File: config.mk
export PLATFORM = sky130hd
export DESIGN_NAME = tsu_capture_unit
export DESIGN_NICKNAME = d
export VERILOG_FILES = /design/src/include/tsu_pkg.sv /design/src/hdl/tsu_pin_edge.sv /design/src/hdl/tsu_capture_unit.sv
export VERILOG_INCLUDE_DIRS = /design/src /design/src/include
export SDC_FILE = /design/constraint.sdc
export NUM_CORES = 1
export LEC_CHECK = 0
export BUFFER_PORTS_ARGS = -buffer_cell sky130_fd_sc_hd__buf_2
export CORE_AREA = 8 8 141 143
export CTS_BUF_LIST = sky130_fd_sc_hd__clkbuf_8
export DETAILED_ROUTE_END_ITERATION = 10
export DIE_AREA = 0 0 149 151
export GPL_ROUTABILITY_DRIVEN = 1
export PLACE_DENSITY = 0.55
export SLEW_MARGIN = 30
export SYNTH_ARGS = -nofsm -noshare
export SYNTH_HDL_FRONTEND = slang
export SYNTH_SLANG_ARGS = --single-unit
File: constraint.sdc
create_clock -name core_clk -period 7.34 [get_ports core_clk]
set_input_delay 1.468 -clock core_clk [delete_from_list [all_inputs] [get_ports core_clk]]
set_output_delay 1.468 -clock core_clk [all_outputs]
set_load 0.05 [all_outputs]
File: src/include/tsu_consts.svh
// register indices, field positions, reset values and timing counts of the capture unit
`ifndef TSU_CONSTS_SVH
`define TSU_CONSTS_SVH

// ----------------------------------------------------------------
// register indices (byte address is four times the index)
// ----------------------------------------------------------------
`define TSU_IDX_STATUS     11'h420
`define TSU_IDX_CFG        11'h422
`define TSU_IDX_NS_LOW     11'h424
`define TSU_IDX_NS_HIGH    11'h426
`define TSU_IDX_SEC_LOW    11'h428
`define TSU_IDX_SEC_HIGH   11'h42a

// ----------------------------------------------------------------
// config fields and reset values
// ----------------------------------------------------------------
`define TSU_CFG_RESET      16'h0000
`define TSU_CFG_MASK       16'h0fff
`define TSU_PIN_MSB        11
`define TSU_PIN_LSB        8
`define TSU_RISE_BIT       7
`define TSU_FALL_BIT       6
`define TSU_TAIL_BIT       5
`define TSU_UP_MSB         4
`define TSU_UP_LSB         1
`define TSU_CASC_BIT       0
`define TSU_EDGE_BIT       14
`define TSU_CNT_LSB        1
`define TSU_OVFL_BIT       0
`define TSU_CAP_RESET      16'h0000

// ----------------------------------------------------------------
// counts and timing
// ----------------------------------------------------------------
`define TSU_CNT_MAX        4'hf
`define TSU_CASCADE_MAX    4'h2
`define TSU_NS_RES_NS      40
`define TSU_CLK_MHZ        50
`define TSU_EVENT_MHZ      25
`define TSU_EVENT_CYCLES   ((`TSU_CLK_MHZ + `TSU_EVENT_MHZ - 1) / `TSU_EVENT_MHZ)

`endif

File: src/include/tsu_pkg.sv
// types shared by the capture unit files
package tsu_pkg;

	typedef logic [15:0] tsu_word_type;

	typedef enum {
		TSU_REG_STATUS,
		TSU_REG_CFG,
		TSU_REG_NS_LOW,
		TSU_REG_NS_HIGH,
		TSU_REG_SEC_LOW,
		TSU_REG_SEC_HIGH,
		TSU_REG_NONE
	} tsu_reg_type;

endpackage : tsu_pkg

File: src/hdl/tsu_pin_edge.sv
// selected input pin and its rising and falling edge pulses
module tsu_pin_edge #(
	parameter int PIN_COUNT = 12,
	parameter int SEL_W     = 4
) (
	// clock and reset
	input  wire logic                 core_clk,
	input  wire logic                 reset_n,
	// pins and selection
	input  wire logic [PIN_COUNT-1:0] pin_in,
	input  wire logic [SEL_W-1:0]     pin_sel,
	// edge pulses
	output logic                      rise_pulse,
	output logic                      fall_pulse
);

	logic [SEL_W-1:0] sel_q;
	logic [SEL_W-1:0] sel_prev;
	logic             pin_q;
	logic             pin_prev;
	logic             sel_steady;

	generate
		if (PIN_COUNT < 1 || PIN_COUNT > (1 << SEL_W)) begin : g_bad_pins
			$error("pin count does not fit the select width");
		end
	endgenerate

	assign sel_steady = (sel_q == sel_prev);

	// ----------------------------------------------------------------
	// pin selection and edge detection
	// ----------------------------------------------------------------
	always_ff @(posedge core_clk) begin
		if (!reset_n) begin
			sel_q      <= '0;
			sel_prev   <= '0;
			pin_q      <= 1'b0;
			pin_prev   <= 1'b0;
			rise_pulse <= 1'b0;
			fall_pulse <= 1'b0;
		end else begin
			sel_q    <= pin_sel;
			sel_prev <= sel_q;
			// unused codes select no pin
			pin_q    <= (32'(pin_sel) < PIN_COUNT) ? pin_in[pin_sel] : 1'b0;
			pin_prev <= pin_q;
			// a change of selection is not an edge
			rise_pulse <= sel_steady & pin_q & ~pin_prev;
			fall_pulse <= sel_steady & ~pin_q & pin_prev;
		end
	end

endmodule : tsu_pin_edge

File: src/hdl/tsu_capture_unit.sv
// timestamp input unit: config, first-event capture, event count, apb slave
//
// What this block does
// - four-bit field picks one of twelve input pins; codes 12 to 15 select none.
// - rising-edge enable makes low-to-high transitions capture events.
// - falling-edge enable makes high-to-low transitions capture events; both may be on.
// - tail bit marks the last unit of a cascade chain.
// - upstream code picks the unit whose done gates this one; head uses zero.
// - cascade-enable bit makes the unit a chained cascade member.
// - first event nanoseconds kept at the 40 ns timebase resolution.
// - polarity bit set for a rising first event, clear for falling.
// - 30-bit nanoseconds split: 15:0 low register, 29:16 in high register bits 13:0.
// - 32-bit seconds split over two read-only 16-bit registers.
// - counter saturates at 15; non-tail cascade members stop after two events.
// - edges at up to 25 MHz are each detected and counted.
`include "tsu_consts.svh"

module tsu_capture_unit #(
	parameter int PIN_COUNT  = 12,
	parameter int UNIT_COUNT = 12,
	parameter int NS_W       = 30,
	parameter int SEC_W      = 32,
	parameter int ADDR_W     = 13
) (
	// clock and reset
	input  wire logic                  core_clk,
	input  wire logic                  reset_n,
	// apb slave
	input  wire logic                  psel,
	input  wire logic                  penable,
	input  wire logic                  pwrite,
	input  wire logic [ADDR_W-1:0]     paddr,
	input  wire logic [31:0]           pwdata,
	output logic      [31:0]           prdata,
	output logic                       pready,
	output logic                       pslverr,
	// event pins and local time
	input  wire logic [PIN_COUNT-1:0]  event_pin,
	input  wire logic [SEC_W-1:0]      time_sec,
	input  wire logic [NS_W-1:0]       time_ns,
	// unit enable and cascade chain
	input  wire logic                  unit_enable,
	input  wire logic [UNIT_COUNT-1:0] upstream_done,
	output logic                       unit_done
);

	generate
		if (NS_W != 30 || SEC_W != 32 || ADDR_W < 13 || UNIT_COUNT > 15) begin : g_bad_params
			$error("capture unit parameters out of range");
		end
		if (`TSU_EVENT_CYCLES < 1) begin : g_bad_rate
			$error("clock too slow for the event rate");
		end
	endgenerate

	// ----------------------------------------------------------------
	// state
	// ----------------------------------------------------------------
	logic [15:0]      cfg;
	logic [3:0]       event_count;
	logic             count_ovfl;
	logic [NS_W-1:0]  first_ns;
	logic [SEC_W-1:0] first_sec;
	logic             first_rising;
	logic             rise_pulse;
	logic             fall_pulse;
	logic             armed;
	logic             edge_hit;
	logic             take_event;
	logic [3:0]       count_limit;
	logic [3:0]       up_sel;
	logic [3:0]       next_count;
	logic             wr_cfg;
	tsu_pkg::tsu_reg_type rd_sel;

	assign up_sel = cfg[`TSU_UP_MSB:`TSU_UP_LSB];

	// ----------------------------------------------------------------
	// address decode
	// ----------------------------------------------------------------
	function automatic tsu_pkg::tsu_reg_type decode(input logic [ADDR_W-1:0] a);
		tsu_pkg::tsu_reg_type r;
		r = tsu_pkg::TSU_REG_NONE;
		if (a[1:0] == 2'h0 && (a >> 13) == '0) begin
			unique case (a[12:2])
				`TSU_IDX_STATUS:   r = tsu_pkg::TSU_REG_STATUS;
				`TSU_IDX_CFG:      r = tsu_pkg::TSU_REG_CFG;
				`TSU_IDX_NS_LOW:   r = tsu_pkg::TSU_REG_NS_LOW;
				`TSU_IDX_NS_HIGH:  r = tsu_pkg::TSU_REG_NS_HIGH;
				`TSU_IDX_SEC_LOW:  r = tsu_pkg::TSU_REG_SEC_LOW;
				`TSU_IDX_SEC_HIGH: r = tsu_pkg::TSU_REG_SEC_HIGH;
				default:           r = tsu_pkg::TSU_REG_NONE;
			endcase
		end
		return r;
	endfunction : decode

	// ----------------------------------------------------------------
	// pin edge detector
	// ----------------------------------------------------------------
	tsu_pin_edge #(
		.PIN_COUNT (PIN_COUNT),
		.SEL_W     (4)
	) u_pin_edge (
		.core_clk   (core_clk),
		.reset_n    (reset_n),
		.pin_in     (event_pin),
		.pin_sel    (cfg[`TSU_PIN_MSB:`TSU_PIN_LSB]),
		.rise_pulse (rise_pulse),
		.fall_pulse (fall_pulse)
	);

	// ----------------------------------------------------------------
	// event qualification
	// ----------------------------------------------------------------
	always_comb begin
		// head or single unit is always armed
		if (!cfg[`TSU_CASC_BIT] || up_sel == 4'h0) begin
			armed = 1'b1;
		end else if (32'(up_sel) <= UNIT_COUNT) begin
			armed = upstream_done[up_sel - 4'h1];
		end else begin
			armed = 1'b0;
		end
	end

	assign edge_hit = (rise_pulse & cfg[`TSU_RISE_BIT])
		| (fall_pulse & cfg[`TSU_FALL_BIT]);
	assign count_limit = (cfg[`TSU_CASC_BIT] && !cfg[`TSU_TAIL_BIT])
		? `TSU_CASCADE_MAX : `TSU_CNT_MAX;
	// non-tail cascade members stop once their share is taken
	assign take_event = unit_enable & armed & edge_hit
		& ~(count_limit == `TSU_CASCADE_MAX && event_count >= `TSU_CASCADE_MAX);
	assign next_count = (event_count == `TSU_CNT_MAX) ? event_count
		: event_count + 4'h1;

	// ----------------------------------------------------------------
	// event counter and overflow
	// ----------------------------------------------------------------
	always_ff @(posedge core_clk) begin
		if (!reset_n) begin
			event_count <= 4'h0;
			count_ovfl  <= 1'b0;
		end else if (take_event) begin
			event_count <= next_count;
			if (event_count == `TSU_CNT_MAX) begin
				count_ovfl <= 1'b1;
			end
		end else if (!unit_enable) begin
			event_count <= 4'h0;
			count_ovfl  <= 1'b0;
		end
	end

	// ----------------------------------------------------------------
	// first-event capture
	// ----------------------------------------------------------------
	always_ff @(posedge core_clk) begin
		if (!reset_n) begin
			first_ns     <= '0;
			first_sec    <= '0;
			first_rising <= 1'b0;
		end else if (take_event && event_count == 4'h0) begin
			// timebase ticks in 40 ns steps
			first_ns     <= time_ns;
			first_sec    <= time_sec;
			first_rising <= rise_pulse & cfg[`TSU_RISE_BIT];
		end
	end

	// ----------------------------------------------------------------
	// cascade done
	// ----------------------------------------------------------------
	always_ff @(posedge core_clk) begin
		if (!reset_n) begin
			unit_done <= 1'b0;
		end else begin
			unit_done <= cfg[`TSU_CASC_BIT] && unit_enable
				&& (take_event ? next_count : event_count) >= count_limit;
		end
	end

	// ----------------------------------------------------------------
	// config register
	// ----------------------------------------------------------------
	assign wr_cfg = psel & penable & pready & pwrite
		& (decode(paddr) == tsu_pkg::TSU_REG_CFG);

	always_ff @(posedge core_clk) begin
		if (!reset_n) begin
			cfg <= `TSU_CFG_RESET;
		end else if (wr_cfg) begin
			cfg <= pwdata[15:0] & `TSU_CFG_MASK;
		end
	end

	// ----------------------------------------------------------------
	// apb answer
	// ----------------------------------------------------------------
	assign rd_sel = decode(paddr);

	always_ff @(posedge core_clk) begin
		if (!reset_n) begin
			pready  <= 1'b0;
			pslverr <= 1'b0;
			prdata  <= 32'h0000_0000;
		end else if (psel && !penable && !pready) begin
			pready  <= 1'b1;
			pslverr <= (rd_sel == tsu_pkg::TSU_REG_NONE);
			prdata  <= 32'h0000_0000;
			if (!pwrite) begin
				unique case (rd_sel)
					tsu_pkg::TSU_REG_STATUS:   prdata[4:0]  <= {event_count, count_ovfl};
					tsu_pkg::TSU_REG_CFG:      prdata[15:0] <= cfg;
					tsu_pkg::TSU_REG_NS_LOW:   prdata[15:0] <= first_ns[15:0];
					tsu_pkg::TSU_REG_NS_HIGH:  prdata[14:0] <= {first_rising,
						first_ns[29:16]};
					tsu_pkg::TSU_REG_SEC_LOW:  prdata[15:0] <= first_sec[15:0];
					tsu_pkg::TSU_REG_SEC_HIGH: prdata[15:0] <= first_sec[31:16];
					tsu_pkg::TSU_REG_NONE:     prdata       <= 32'h0000_0000;
				endcase
			end
		end else begin
			pready  <= 1'b0;
			pslverr <= 1'b0;
		end
	end
endmodule : tsu_capture_unit

==> results.md <==
- Antenna violations before repair: 3
- Worst-Skew Late Latency: 0.38 ns
- Mapped Area: 0.00517 mm2
- Crit-path slowest cell: nor4b_1
- Fmax achieved: 0.257 GHz
- Worst Path Arrival: 4.18 ns
- Post-CTS Resized: 0
- Fillers: 1881
- VDD IR max: 0.000115 V
- Via count: 4069
- Max-cap violation count: 0
- Remaining antenna violation count after routing: 0
- CP required: 7.64 ns
- Skew final: 0.0117 ns
- CTS root buffer: clkbuf_8
- Num CTS Buffers: 9
- GP Congestion: 0.777
- Largest net degree at the start of global routing: 85
- Sum Neg Setup Slack: 0 ns
- Main flop type after synthesis: dfxtp_1
- Crit-path cells: buf_2 -> mux4_2 -> o21ai_0 -> nor4b_1 -> nor3_1 -> nor4_1 -> a21oi_1 -> ha_1 -> nand2_1 -> nor4b_1 -> nand2_1 -> o211ai_1
- Crit path kind: in2reg
- Dominant cell type by area after synthesis: dfxtp_1
- Post-CTS setup buffers: 0
- Synth top cells by count: dfxtp_1 (111), nor2_1 (94), mux2i_1 (82)
- Tot GR Track Use: 13.1%
- Nets: 798
- Pre-CTS setup slack: 3.04 ns
- Hold_buf cts: 0
- Slew @ Worst Pin: 0.998 ns
- Starting Density: 29.3%
- Worst-path clk slew: 0.11 ns
- Minimum clock period: 3.89 ns
- N_diodes: 0
- P_leak: 3.00 nW
- Die height: 151 um
- PwrDens: 179 mW/mm2
- GRT overflow: 0
- Family with the most delay on the worst path: simple AND/OR/NAND/NOR gates
- CP Launch Type: input port
- Asr flop ratio synth: 0%
- Maximum fanout along the worst path: 4
- FF+latch count, synth: 111
- Syn Inst Count: 530
- RSZ-0062 raised after global routing: no
- Most frequent cell after synthesis: dfxtp_1
- First-pass GRT wire length: 22.8 mm
- Post-synthesis sequential area ratio: 43.0%
- Tcrit/Tclk final: 52.9%
- Initial drt markers: 245
- PnR worst setup slack: 3.45 ns
- I/O Pins: 172
- Synth warn: 0
- DRC violations left: 0
- Post-DP HPWL: 11.3 mm
- Worst hold path class: reg2reg
- DRT Wirelength: 14.8 mm
- 1st-pass router iterations: 5
- FP Rows: 49
- Slew HR: 33.2%
- Status: complete, no violations
- CTS Buffer Depth: 2
- Post-synth EDFFs: 0
- H-tree levels: 3
- Share of cells above drive strength 1: 26.4%
- Post-synth cell types: 51
- Die Area: 0.0225 mm2
- WP buf/inv: 1
- PortBufs: 135
- Final Max Tran Viols: 0
- Core footprint: 0.0177 mm2
- Area delta synth->final: 18.8%
- CP endpoint kind: flop
- Final-report setup violation count: 0
- Die width: 149 um
- Synth Area per Inst: 9.76 um2
- Wire per inst: 16.7 um
- Post-synth top area share: 43.0%
- CTS tree: built
- Vias per cell: 4.59
- Final hold violations: 0
- Clk sinks: 111
- Number of global-route vias before repair: 4134
- Synth top area cells: dfxtp_1 (43%), mux2i_1 (16%), nor2_1 (6.8%), nand2_1 (2.5%), buf_4 (2.5%)
- Crit-path max cell delay: 0.61 ns
[kinds of logic (layout without fill, tap and decap cells)]
family	after synthesis	count (layout)	synth area share, %
AOI/OAI and AO/OA	71	71	9.87
xor gates and xnor gates	7	7	1.19
adders and majority gates	9	9	2.13
buffers and inverters	56	169	7.57
DFF	111	111	43.0
muxes	97	97	20.6
other	1	16	0.0725
and+or+nand+nor	178	178	15.6
[report_power, final]
group	switching [W]	internal [W]	leakage, nW
logic	0.0000502	0.0000301	2.00
clock network	0.000220	0.000196	0.108
registers	0.000000643	0.000603	0.894
[worst register-to-register path, delay by kind of cell, from the launching register on]
family | cells | cell delay (ns)
buffers and inverters | 1 | 0.17
DFF | 1 | 0.48
AOI/OAI and AO/OA | 3 | 0.39
adders and majority gates | 2 | 0.68
muxes | 1 | 0.24
and+or+nand+nor | 6 | 1.71
[layer usage]
metal	routed length, um	vias up	GRT usage (%)
met4	140	6	3.18
met3	880	13	4.30
met5	34	-	0
met2	7380	88	22.7
li1	-	2078	-
met1	6350	1884	15.4
[stage by stage]
stage                     area, um2  utilization [%]  hold WS [ns]  total power (W)  std cells
after floorplan                5230                -         0.390         0.000664        545
after global placement         5910             33.5         0.406         0.000699        870
after detailed placement       5910             33.5         0.410         0.000699        871
after CTS                      6140             34.8         0.429          0.00112        887
after global routing           6150             34.8         0.453          0.00115        887
final                          6150             34.8         0.438          0.00110        887
[registers in the layout, indices dropped and copies added (netlist names), 4 cells and up]
signal / flops
first_sec: 32
u_pin_edge.sel_q: 4
event_count: 4
u_pin_edge.sel_prev: 4
cfg: 12
prdata: 16
first_ns: 30
[cells in the final DEF, fill, tap and decap left out, types with 10 or more instances in the layout]
cell	netlist	routed
nand2_1	35	35
a21oi_1	19	19
conb_1	1	16
a222oi_1	10	10
mux2i_1	82	82
buf_2	4	135
dfxtp_1	111	111
nor2_1	94	94
[final timing paths]
kind                     startpoint                    end  slack [ns]  cells past startpoint
setup / recovery  upstream_done[10]              unit_done        3.45                     12
hold / removal     u_pin_edge.pin_q  u_pin_edge.fall_pulse        0.44                      1
setup reg to reg             cfg[1]              unit_done        3.58                     13
hold reg to reg    u_pin_edge.pin_q  u_pin_edge.fall_pulse        0.44                      1
[final cells by class]
class                   instances  area, um2  area share [%]
multi-input cells             378       2630            42.8
flip-flops and latches        111       2220            36.2
well taps                     229        287            4.66
repair buffers                143        739            12.0
inverters                      10       37.5           0.611
clock buffers                   9        124            2.02
clock inverters                 7        104            1.69
No activity file was read; power rests on OpenSTA's default activity.
